<file path="config.mk">
export PLATFORM = sky130hd
export DESIGN_NAME = acs_core
export DESIGN_NICKNAME = d
export VERILOG_FILES = /design/src/pkg/acs_pkg.sv /design/src/hw/acs_core.sv
export SDC_FILE = /design/constraint.sdc
export NUM_CORES = 1
export LEC_CHECK = 0
export ABC_AREA = 1
export BUFFER_PORTS_ARGS = -buffer_cell sky130_fd_sc_hd__buf_2
export CORE_ASPECT_RATIO = 0.8
export CORE_UTILIZATION = 35
export DETAILED_ROUTE_END_ITERATION = 10
export GPL_ROUTABILITY_DRIVEN = 0
export PLACE_DENSITY_LB_ADDON = 0.12
export SLEW_MARGIN = 10
export SYNTH_ARGS = -nofsm -noshare
export SYNTH_HDL_FRONTEND = slang
export SYNTH_SLANG_ARGS = --single-unit
</file>
<file path="constraint.sdc">
create_clock -name clk_sys -period 2.2 [get_ports clk_sys]
set_input_delay 0.44 -clock clk_sys [delete_from_list [all_inputs] [get_ports clk_sys]]
set_output_delay 0.44 -clock clk_sys [all_outputs]
set_load 0.1 [all_outputs]
</file>
<file path="src/pkg/acs_pkg.sv">
// constants shared by the converter selection and sequencing block
package acs_pkg;
   // register word offsets (byte addresses)
   localparam logic [7:0] ADDR_SELECT = 8'h00;
   localparam logic [7:0] ADDR_CONTROL_A = 8'h04;
   localparam logic [7:0] ADDR_CONTROL_B = 8'h08;
   localparam logic [7:0] ADDR_RESULT = 8'h0c;
   localparam logic [7:0] ADDR_IRQ_STATUS = 8'h10;
   localparam logic [7:0] ADDR_IRQ_MASK = 8'h14;
   localparam logic [7:0] ADDR_ACTIVE_SEL = 8'h18;
   // input_select_register fields
   localparam int CHAN_LSB = 0;
   localparam int CHAN_W = 4;
   localparam int REF_LSB = 6;
   localparam int REF_W = 2;
   // converter_control_a fields
   localparam int BIT_ENABLE = 7;
   localparam int BIT_START = 6;
   localparam int BIT_AUTO = 5;
   localparam int BIT_DONE = 4;
   localparam int BIT_DONE_IE = 3;
   localparam int PRESC_LSB = 0;
   localparam int PRESC_W = 3;
   // converter_control_b fields
   localparam int BIT_AMP_REQ = 7;
   localparam int BIT_AMP_SHORT = 6;
   localparam int BIT_FREE_RUN = 0;
   // interrupt status / mask bits
   localparam int IRQ_DONE = 0;
   localparam int IRQ_AMP_START = 1;
   localparam int IRQ_SLEEP_START = 2;
   localparam int IRQ_W = 3;
   // timing, in converter clock cycles; result width and full-scale code
   localparam int CONV_NORMAL_CYC = 13;
   localparam int CONV_FIRST_CYC = 25;
   localparam int RESULT_W = 10;
   localparam logic [RESULT_W-1:0] FULL_SCALE = 10'h3ff;
   // reset values
   localparam logic [7:0] SELECT_RST = 8'h00;
   localparam logic [7:0] CONTROL_A_RST = 8'h00;
   localparam logic [7:0] CONTROL_B_RST = 8'h00;
   typedef enum logic [2:0]
   {
      ST_IDLE = 3'b001,
      ST_WAIT_EDGE = 3'b010,
      ST_CONVERT = 3'b100
   } acs_state_t;
endpackage

</file>
<file path="src/hw/acs_core.sv">
// converter selection buffering, start timing, amplified starts and sleep starts
`timescale 1ns/10ps
module acs_core
   import acs_pkg::*;
#(
   parameter int PRESC_MAX_LOG = 7
)
(
   input wire logic clk_sys, // 40 MHz system clock
   input wire logic rst_b, // asynchronous reset, active low
   input wire logic [7:0] reg_addr, // register byte address
   input wire logic [7:0] reg_wdata, // register write data
   input wire logic reg_wr, // write strobe
   input wire logic reg_rd, // read strobe
   output logic [15:0] reg_rdata, // read data, cycle after read strobe
   input wire logic amp_trigger, // amplifier trigger event pulse
   input wire logic auto_trigger_evt, // selected auto trigger source level
   input wire logic cpu_halt_idle, // cpu halted in idle or noise sleep
   input wire logic [RESULT_W-1:0] core_result, // raw code from conversion core
   input wire logic core_overrange, // single-ended input above reference
   input wire logic core_single_ended, // active channel is single-ended
   output logic [CHAN_W-1:0] active_channel, // channel to analog multiplexer
   output logic [REF_W-1:0] active_reference, // reference selection to core
   output logic amp_input_short, // tie amplifier inputs together
   output logic conv_sample, // pulse: conversion starts
   output logic conv_running, // conversion in progress
   output logic conv_enable, // converter powered
   output logic irq // level interrupt
);
   logic [7:0] input_select_register;
   logic converter_enable;
   logic start_conversion_bit;
   logic auto_trigger_enable;
   logic conversion_done_flag;
   logic done_irq_enable;
   logic [PRESC_W-1:0] presc_sel;
   logic amplified_start_request;
   logic amplifier_input_short;
   logic free_run;
   logic [RESULT_W-1:0] result;
   logic [IRQ_W-1:0] irq_status;
   logic [IRQ_W-1:0] irq_mask;
   logic [IRQ_W-1:0] irq_event;
   logic [PRESC_MAX_LOG-1:0] presc_cnt;
   logic [PRESC_MAX_LOG-1:0] presc_mask;
   logic conv_tick;
   logic first_conv;
   logic amp_conv;
   logic [4:0] cyc_cnt;
   logic [4:0] cyc_last;
   logic trig_prev;
   logic halt_prev;
   logic wr_start;
   logic hw_start;
   logic auto_start;
   logic sleep_start;
   logic finishing;
   logic done_now;
   acs_state_t state;
   acs_state_t next_state;

   wire wr_sel = reg_wr && reg_addr == ADDR_SELECT;
   wire wr_a = reg_wr && reg_addr == ADDR_CONTROL_A;
   wire wr_b = reg_wr && reg_addr == ADDR_CONTROL_B;

   // converter clock: one-cycle enable from a prescaler held while disabled
   always_ff @(posedge clk_sys or negedge rst_b)
   begin
      if (!rst_b)
         presc_cnt <= '0;
      else if (!converter_enable || auto_start)
         presc_cnt <= '0;
      else
         presc_cnt <= presc_cnt + 1'b1;
   end
   always_comb
   begin
      // a zero mask gives a tick on every clock
      presc_mask = PRESC_MAX_LOG'((32'd1 << presc_sel) - 32'd1);
      conv_tick = converter_enable && ((presc_cnt & presc_mask) == presc_mask);
   end

   assign wr_start = wr_a && reg_wdata[BIT_START] && reg_wdata[BIT_ENABLE];
   assign hw_start = amplified_start_request && amp_trigger;
   assign auto_start = auto_trigger_enable && auto_trigger_evt && !trig_prev
      && !conversion_done_flag && state == ST_IDLE;
   // halting cpu starts a conversion through the noise canceler, a single one unless free_run is set
   assign sleep_start = cpu_halt_idle && !halt_prev && converter_enable
      && !auto_trigger_enable && state == ST_IDLE;
   assign cyc_last = first_conv ? 5'(CONV_FIRST_CYC - 1) : 5'(CONV_NORMAL_CYC - 1);
   assign finishing = state == ST_CONVERT && cyc_cnt == cyc_last;
   assign done_now = finishing && conv_tick;

   always_ff @(posedge clk_sys or negedge rst_b)
   begin
      if (!rst_b)
      begin
         trig_prev <= 1'b0;
         halt_prev <= 1'b0;
      end
      else
      begin
         trig_prev <= auto_trigger_evt;
         halt_prev <= cpu_halt_idle;
      end
   end

   // sequencing state machine
   always_comb
   begin
      next_state = state;
      unique case (state)
         ST_IDLE:
            if (start_conversion_bit || auto_start)
               next_state = ST_WAIT_EDGE;
         ST_WAIT_EDGE:
            if (conv_tick)
               next_state = ST_CONVERT;
         ST_CONVERT:
            if (done_now)
               next_state = (free_run && !amp_conv) ? ST_CONVERT : ST_IDLE;
      endcase
      if (!converter_enable)
         next_state = ST_IDLE;
   end
   always_ff @(posedge clk_sys or negedge rst_b)
   begin
      if (!rst_b)
         state <= ST_IDLE;
      else
         state <= next_state;
   end

   always_ff @(posedge clk_sys or negedge rst_b)
   begin
      if (!rst_b)
         cyc_cnt <= '0;
      else if (state != ST_CONVERT || done_now)
         cyc_cnt <= '0;
      else if (conv_tick)
         cyc_cnt <= cyc_cnt + 5'd1;
   end

   // first conversion after enabling takes the long count
   always_ff @(posedge clk_sys or negedge rst_b)
   begin
      if (!rst_b)
         first_conv <= 1'b1;
      else if (!converter_enable)
         first_conv <= 1'b1;
      else if (done_now)
         first_conv <= 1'b0;
   end

   always_ff @(posedge clk_sys or negedge rst_b)
   begin
      if (!rst_b)
         amp_conv <= 1'b0;
      else if (hw_start)
         amp_conv <= 1'b1;
      else if (done_now)
         amp_conv <= 1'b0;
   end

   // selection buffer: software writes any time
   always_ff @(posedge clk_sys or negedge rst_b)
   begin
      if (!rst_b)
         input_select_register <= SELECT_RST;
      else if (wr_sel)
         input_select_register <= reg_wdata;
   end
   // active copy follows buffer except while locked by a conversion
   always_ff @(posedge clk_sys or negedge rst_b)
   begin
      if (!rst_b)
      begin
         active_channel <= '0;
         active_reference <= '0;
      end
      else if (state != ST_CONVERT || finishing)
      begin
         active_channel <= input_select_register[CHAN_LSB +: CHAN_W];
         active_reference <= input_select_register[REF_LSB +: REF_W];
      end
   end

   // control a; start may be set by software, amplifier or sleep
   always_ff @(posedge clk_sys or negedge rst_b)
   begin
      if (!rst_b)
      begin
         converter_enable <= CONTROL_A_RST[BIT_ENABLE];
         auto_trigger_enable <= CONTROL_A_RST[BIT_AUTO];
         done_irq_enable <= CONTROL_A_RST[BIT_DONE_IE];
         presc_sel <= CONTROL_A_RST[PRESC_LSB +: PRESC_W];
      end
      else if (wr_a)
      begin
         converter_enable <= reg_wdata[BIT_ENABLE];
         auto_trigger_enable <= reg_wdata[BIT_AUTO];
         done_irq_enable <= reg_wdata[BIT_DONE_IE];
         presc_sel <= reg_wdata[PRESC_LSB +: PRESC_W];
      end
   end
   always_ff @(posedge clk_sys or negedge rst_b)
   begin
      if (!rst_b)
         start_conversion_bit <= CONTROL_A_RST[BIT_START];
      else if (wr_start || hw_start || sleep_start)
         start_conversion_bit <= 1'b1;
      else if (!converter_enable)
         start_conversion_bit <= 1'b0;
      else if (done_now && (!free_run || amp_conv))
         start_conversion_bit <= 1'b0;
   end
   // done flag: completion wins over a write-one clear in the same cycle
   always_ff @(posedge clk_sys or negedge rst_b)
   begin
      if (!rst_b)
         conversion_done_flag <= 1'b0;
      else if (done_now)
         conversion_done_flag <= 1'b1;
      else if (wr_a && reg_wdata[BIT_DONE])
         conversion_done_flag <= 1'b0;
   end

   // control b
   always_ff @(posedge clk_sys or negedge rst_b)
   begin
      if (!rst_b)
      begin
         amplifier_input_short <= CONTROL_B_RST[BIT_AMP_SHORT];
         free_run <= CONTROL_B_RST[BIT_FREE_RUN];
      end
      else if (wr_b)
      begin
         amplifier_input_short <= reg_wdata[BIT_AMP_SHORT];
         free_run <= reg_wdata[BIT_FREE_RUN];
      end
   end
   always_ff @(posedge clk_sys or negedge rst_b)
   begin
      if (!rst_b)
         amplified_start_request <= CONTROL_B_RST[BIT_AMP_REQ];
      else if (hw_start)
         amplified_start_request <= 1'b0;
      else if (wr_b)
         amplified_start_request <= reg_wdata[BIT_AMP_REQ];
   end

   // result capture; overrange single-ended input clamps to full scale
   always_ff @(posedge clk_sys or negedge rst_b)
   begin
      if (!rst_b)
         result <= '0;
      else if (done_now)
         result <= (core_single_ended && core_overrange) ? FULL_SCALE : core_result;
   end

   // interrupts: sticky status, write one to clear, set wins
   assign irq_event[IRQ_DONE] = done_now && done_irq_enable;
   assign irq_event[IRQ_AMP_START] = hw_start;
   assign irq_event[IRQ_SLEEP_START] = sleep_start;
   genvar gi;
   generate
      for (gi = 0; gi < IRQ_W; gi++)
      begin : g_irq
         always_ff @(posedge clk_sys or negedge rst_b)
         begin
            if (!rst_b)
               irq_status[gi] <= 1'b0;
            else if (irq_event[gi])
               irq_status[gi] <= 1'b1;
            else if (reg_wr && reg_addr == ADDR_IRQ_STATUS && reg_wdata[gi])
               irq_status[gi] <= 1'b0;
         end
      end
   endgenerate
   always_ff @(posedge clk_sys or negedge rst_b)
   begin
      if (!rst_b)
         irq_mask <= '0;
      else if (reg_wr && reg_addr == ADDR_IRQ_MASK)
         irq_mask <= reg_wdata[IRQ_W-1:0];
   end

   // registered outputs
   always_ff @(posedge clk_sys or negedge rst_b)
   begin
      if (!rst_b)
      begin
         irq <= 1'b0;
         conv_sample <= 1'b0;
         conv_running <= 1'b0;
         conv_enable <= 1'b0;
         amp_input_short <= 1'b0;
      end
      else
      begin
         irq <= |(irq_status & irq_mask);
         conv_sample <= (state == ST_WAIT_EDGE && conv_tick) || (done_now && free_run && !amp_conv);
         conv_running <= next_state == ST_CONVERT;
         conv_enable <= converter_enable;
         amp_input_short <= amplifier_input_short;
      end
   end

   // read port; unmapped addresses read zero
   always_ff @(posedge clk_sys or negedge rst_b)
   begin
      if (!rst_b)
         reg_rdata <= '0;
      else if (reg_rd)
      begin
         unique case (reg_addr)
            ADDR_SELECT: reg_rdata <= {8'h00, input_select_register};
            ADDR_CONTROL_A: reg_rdata <= {8'h00, converter_enable, start_conversion_bit,
               auto_trigger_enable, conversion_done_flag, done_irq_enable, presc_sel};
            ADDR_CONTROL_B: reg_rdata <= {8'h00, amplified_start_request,
               amplifier_input_short, 5'h00, free_run};
            ADDR_RESULT: reg_rdata <= {6'h00, result};
            ADDR_IRQ_STATUS: reg_rdata <= {13'h0000, irq_status};
            ADDR_IRQ_MASK: reg_rdata <= {13'h0000, irq_mask};
            ADDR_ACTIVE_SEL: reg_rdata <= {8'h00, active_reference, 2'h0, active_channel};
            default: reg_rdata <= '0;
         endcase
      end
      else
         reg_rdata <= '0;
   end
endmodule

</file>
* Word level (Yosys, flattened, before mapping)
Index checks and enable logic that the tools add are counted.
** Operators by class
- Equal/unequal tests :: 15
- $add $sub $neg :: 3
- Bitwise operators :: 2
- Mux-type cells :: 29
- Reduce and logical (&&, ||, !) cells :: 54
- Shift-type cells :: 1
** Operators by type and width (number)
- one-hot mux 10 bit (7 select lines) :: 1
- logical AND 1 bit :: 30
- == test 8 x 5 -> 1 bit (second input constant) :: 3
- == test 8 x 4 -> 1 bit (second input constant) :: 2
- 2-to-1 mux 1 bit :: 16
- 2-to-1 mux 16 bit :: 1
- 2-to-1 mux 3 bit :: 5
- 2-to-1 mux 5 bit :: 3
- nonzero test 2 bit :: 7
- 2-to-1 mux 10 bit :: 1
- one-hot mux 3 bit (3 select lines) :: 1
- == test 8 x 3 -> 1 bit (second input constant) :: 1
- zero test 8 bit :: 1
- logical OR 1 bit :: 8
- adder 7 x 1 -> 7 bit (second input constant) :: 1
- bitwise AND 7 bit :: 1
- == test 7 bit :: 1
- zero test 1 bit :: 7
- 2-to-1 mux 7 bit :: 1
- << shifter 1 x 3 -> 7 bit (first input constant) :: 1
- subtractor 7 x 1 -> 7 bit (second input constant) :: 1
- == test 3 bit (second input constant) :: 2
- adder 5 x 1 -> 5 bit (second input constant) :: 1
- == test 5 bit :: 1
- other kinds (7) :: 7
** Word-level totals
- Logic and storage cells :: 134
- Flip-flop bits (word level) :: 81
- Bits of input ports :: 35
- Output and inout port bits :: 27

* Depth between registers and ports, before layout
- Word-level depth :: 10
- Depth in mapped cells :: 13
- Depth with buffers taken out :: 12

* Least setup slack after synthesis
No wires, ideal clock.
- Path kind :: input to register
- Start point :: in reg_addr[5]
- End point :: reg input_select_register[3]
- Arrival time :: 1.386 ns
- Data required time :: 2.075 ns
- Setup time :: 0.125 ns
- Setup slack :: 0.689 ns
- Cell stages on the path :: 7
- Path through :: nor2_1 > nand2_2 > nor2_4 > inv_2 > nor2_8 > nand2_4 > mux2_4
** On the way
- Longest elaborated chain between the ends :: 2
** RTL lines
- start: declaration :: line acs_core.sv:11 : input wire logic [7:0] reg_addr,
- zero test 8 bit :: line acs_core.sv:62 : wire wr_sel = reg_wr && reg_addr == ADDR_SELECT;
- logical AND 1 bit :: line acs_core.sv:62
- end signal: assignment :: line acs_core.sv:171 : input_select_register <= reg_wdata;
- end: declaration :: line acs_core.sv:30 : logic [7:0] input_select_register;
No other way between the ends.
A chain may end at the register's enable or synchronous reset.

* Worst setup path in the final report
- Start point :: reg cyc_cnt[0]
- End point :: reg result[4]
** On the way
- Longest elaborated chain between the ends :: 3
** RTL lines
- start: declaration :: line acs_core.sv:49 : logic [4:0] cyc_cnt;
- start signal: assignment :: line acs_core.sv:141 : cyc_cnt <= cyc_cnt + 5'd1;
- == test 5 bit :: line acs_core.sv:91 : assign finishing = state == ST_CONVERT && cyc_cnt == cyc_last;
- logical AND 1 bit :: line acs_core.sv:91
- logical AND 1 bit :: line acs_core.sv:92 : assign done_now = finishing && conv_tick;
- end signal: assignment :: line acs_core.sv:258 : result <= (core_single_ended && core_overrange) ? FULL_SCALE : core_result;
- end: declaration :: line acs_core.sv:40 : logic [RESULT_W-1:0] result;
No other way between the ends.

==> flow_metrics.py <==
metrics = {
    "worst_hold_path": {
        "min-delay-path-class": "in -> async",
    },
    "final_layout": {
        "layout.filler_cells": 995,
        "post_route_cells_drive_above_1_share": 0.208,
        "insertedDiodeCount": 0,
        "nNetsFinal": 523,
        "flow.area_growth_from_synthesis_pct": 21.6,
        "final_cell_area_mm2": 0.00431,
    },
    "worst_setup_path": {
        "critPathCaptureType": "flop",
        "worstRegToRegCells": 10,
        "crit-reg2reg-launch": "cyc_cnt[0]$_DFFE_PN0P_",
        "worst_ep_arrival_time_ns": 1.94,
        "crit_chain": "inv_1 -> ha_1 -> nand2_1 -> inv_1 -> nand3_1 -> nor2_1 -> nand2_2 -> inv_2 -> o21ai_1 -> o21ai_1",
        "start_kind": "flop",
        "timing.critical_path.slowest_cell_delay_ns": 0.37,
        "worst-path-max-fanout": 21,
        "critical_path.n_buffers_inverters": 3,
        "critPathKind": "reg -> reg",
        "worstReg2RegEnd": "result[4]$_DFFE_PN0P_",
        "cp.required_ns": 2.47,
        "timing.critical_path.slowest_stage_cell": "sky130_fd_sc_hd__dfrtp_1",
        "r2r_slack_ns": 0.53,
        "cpLargestDelayFamily": "buffers and inverters",
    },
    "place": {
        "port_buffers": 55,
        "hpwl_um": 6410,
        "postPlaceCellArea_mm2": 0.00397,
    },
    "clock_tree": {
        "ctsHoldBuffers": 0,
        "cts_repair_resize_count": 0,
        "worst_skew_pair.late_latency_ns": 0.34,
        "cts_tree": "yes",
        "clockBufferDepth": 2,
        "clk_transition_reported_paths_ns": 0.06,
        "post_cts.repair.setup_buffers": 0,
        "clock_tree.root_cell": "sky130_fd_sc_hd__clkbuf_16",
        "clock_tree.htree_level_count": 3,
        "cts-buffers-inserted": 9,
        "sink_count_of_the_clock_tree": 75,
    },
    "sta": {
        "timing.clock.skew_ns": 0.00528,
        "grt_setup_unrepaired": "false",
        "setup_total_negative_slack_ns": 0,
        "max_freq_ghz": 0.598,
        "final_min_period_over_clock_period": 0.760,
        "hold_viol": 0,
        "fin_crit_ns": 1.67,
        "max_slew_vio_count": 0,
        "number_of_setup_violations_in_the_final_report": 0,
    },
    "yosys": {
        "synthCells": 421,
        "netlist_area_mm2": 0.00355,
        "synthSimpleGateAreaFrac": 0.218,
        "synthXorXnorAreaFrac": 0,
        "synth.cells.most_frequent": "90 x sky130_fd_sc_hd__nand2_1, 73 x sky130_fd_sc_hd__dfrtp_1, 69 x sky130_fd_sc_hd__inv_1",
        "postSynthAreaPerCell_um2": 8.42,
        "yosys-mux-area-fraction": 0.0127,
        "sequential_element_share_of_the_synthesized_area": 0.530,
        "synthFlopType": "sky130_fd_sc_hd__dfrtp_1",
        "synth_top_family_by_area": "simple AND/OR/NAND/NOR gates",
        "synthesized_area_fraction_occupied_by_ao_oa_aoi_and_oai_cells": 0.124,
        "netlist-cell-type-count": 34,
        "synth_enable_flop_cells": 0,
        "synthArstFlopShare": 1.00,
        "synth.most_common_cell": "sky130_fd_sc_hd__nand2_1",
        "post-synth-top-area-cell": "sky130_fd_sc_hd__dfrtp_1",
        "synth_area_leaders": "sky130_fd_sc_hd__dfrtp_1 52%, sky130_fd_sc_hd__nand2_1 9.5%, sky130_fd_sc_hd__inv_1 7.3%",
        "synth_top_cell_area_share": 0.515,
        "synth-adder-area-share": 0.0106,
        "ys_seq_elements": 75,
        "yosysWarningCount": 0,
    },
    "die": {
        "pin_count": 62,
        "floorplan.die.height_um": 92.0,
        "die_area_mm2": 0.0105,
        "floorplan.core_area_mm2": 0.00973,
        "starting_utilization_of_the_core_area": 0.364,
        "die_w_um": 115,
        "placement_rows": 32,
    },
    "pwr": {
        "p_leak_nw": 2.24,
        "max_ir_drop_vdd_mv": 0.807,
        "powerDensity_mw_per_mm2": 1010,
    },
    "routing": {
        "vias_per_cell": 4.55,
        "number_of_vias_in_the_routed_layout": 2848,
        "routed_length_per_instance_um": 13.7,
        "drt_drc_violations_left": 0,
        "ant_nets": 0,
        "detail_route.first_pass.iterations": 5,
        "drt-initial-drc-count": 146,
        "routed_wirelength_um": 8550,
    },
    "job": {
        "timing.max_cap.violations": 0,
    },
    "global_routing": {
        "first_global_vias": 2745,
        "grt_start_max_net_pins": 34,
        "grt_overflow_total": 0,
        "total_routing_usage_reported_by_global_routing": 0.182,
        "grt_antenna_before_repair": 0,
        "first_pass_grt_wire_length_um": 14200,
    },
    "outcome": {
        "run_status": "completed",
    },
}
[logic make-up after synthesis]
family,count (synthesis)
flops,75
simple gates,171
other cells,1
fa+ha+maj,3
compound gates,81
buf+inv,87
mux,3
[through the flow]
stage,std cells,power [mW],hold slack (ns),setup slack (ns),utilization
2_1_floorplan,426,2.45,0.144,0.689,-
4_1_cts,626,4.42,0.0710,0.510,0.443
3_5_place_dp,610,2.71,0.434,0.390,0.408
5_1_grt,626,4.62,0.0878,0.271,0.443
6_report,626,4.37,0.0544,0.527,0.443
3_3_place_gp,610,2.70,0.422,0.382,0.408
[flip-flops by register name, summed over array words and instances, names as in the netlist, 2 cells and up]
name,flops
presc_sel,3
reg_rdata,10
cyc_cnt,5
state,3
presc_cnt,7
irq_mask,3
irq_status,3
active_channel,4
input_select_register,8
active_reference,2
result,10
[layout by cell type (no fill, tap or decap), types with 3 or more instances in the layout]
cell type	count
sky130_fd_sc_hd__dfrtp_1	73
sky130_fd_sc_hd__ha_1	3
sky130_fd_sc_hd__buf_2	54
sky130_fd_sc_hd__nand3_1	13
sky130_fd_sc_hd__nand2_1	90
sky130_fd_sc_hd__o21ai_0	32
sky130_fd_sc_hd__o21ai_1	27
sky130_fd_sc_hd__inv_1	69
sky130_fd_sc_hd__bufinv_16	3
sky130_fd_sc_hd__nand2_2	5
sky130_fd_sc_hd__nand4_1	6
sky130_fd_sc_hd__o22ai_1	7
sky130_fd_sc_hd__mux2_4	3
sky130_fd_sc_hd__nor2_1	35
sky130_fd_sc_hd__clkbuf_16	9
sky130_fd_sc_hd__buf_4	4
sky130_fd_sc_hd__inv_2	7
sky130_fd_sc_hd__a21oi_1	7
sky130_fd_sc_hd__nor2_2	4
sky130_fd_sc_hd__conb_1	6
sky130_fd_sc_hd__o221ai_1	3
sky130_fd_sc_hd__nor3_1	9
[how the worst max path moves through the flow]
stage                                 from                                   end  slack (ns)  depth (start not counted)
finish              cyc_cnt[0]$_DFFE_PN0P_                 result[4]$_DFFE_PN0P_        0.53                         10
global route        presc_cnt[0]$_DFF_PN0_                 result[4]$_DFFE_PN0P_        0.27                         10
CTS                 presc_cnt[0]$_DFF_PN0_                 result[4]$_DFFE_PN0P_        0.51                         10
detailed placement             reg_addr[1]      conversion_done_flag$_DFFE_PN0P_        0.39                          9
global placement               reg_addr[1]      conversion_done_flag$_DFFE_PN0P_        0.38                          9
floorplan                      reg_addr[5]  input_select_register[3]$_DFFE_PN0P_        0.69                          7
[where the power goes]
| part | switching [mW] | internal (mW) |
|---|---|---|
| Clock | 0.586 | 1.10 |
| Sequential | 0.129 | 1.56 |
| Combinational | 0.706 | 0.284 |
| Total | 1.42 | 2.95 |
[final cells by class]
| type | count | area (um2) | share of cell area |
|---|---|---|---|
| Clock buffer | 9 | 225 | 0.0522 |
| Clock inverter | 7 | 116 | 0.0270 |
| Inverter | 76 | 285 | 0.0661 |
| Multi-Input combinational cell | 264 | 1320 | 0.305 |
| Sequential cell | 75 | 1880 | 0.436 |
| Tap cell | 136 | 170 | 0.0395 |
| Timing Repair Buffer | 59 | 320 | 0.0743 |
[per-layer routing]
metal / wire length (um) / up-vias / GRT usage
li1: - / 1461 / -
met1: 4200 / 1289 / 0.256
met2: 3670 / 84 / 0.264
met3: 517 / 14 / 0.0516
met4: 156 / 0 / 0.0660
met5: 0 / - / 0
(Power assumes the default switching activity.)
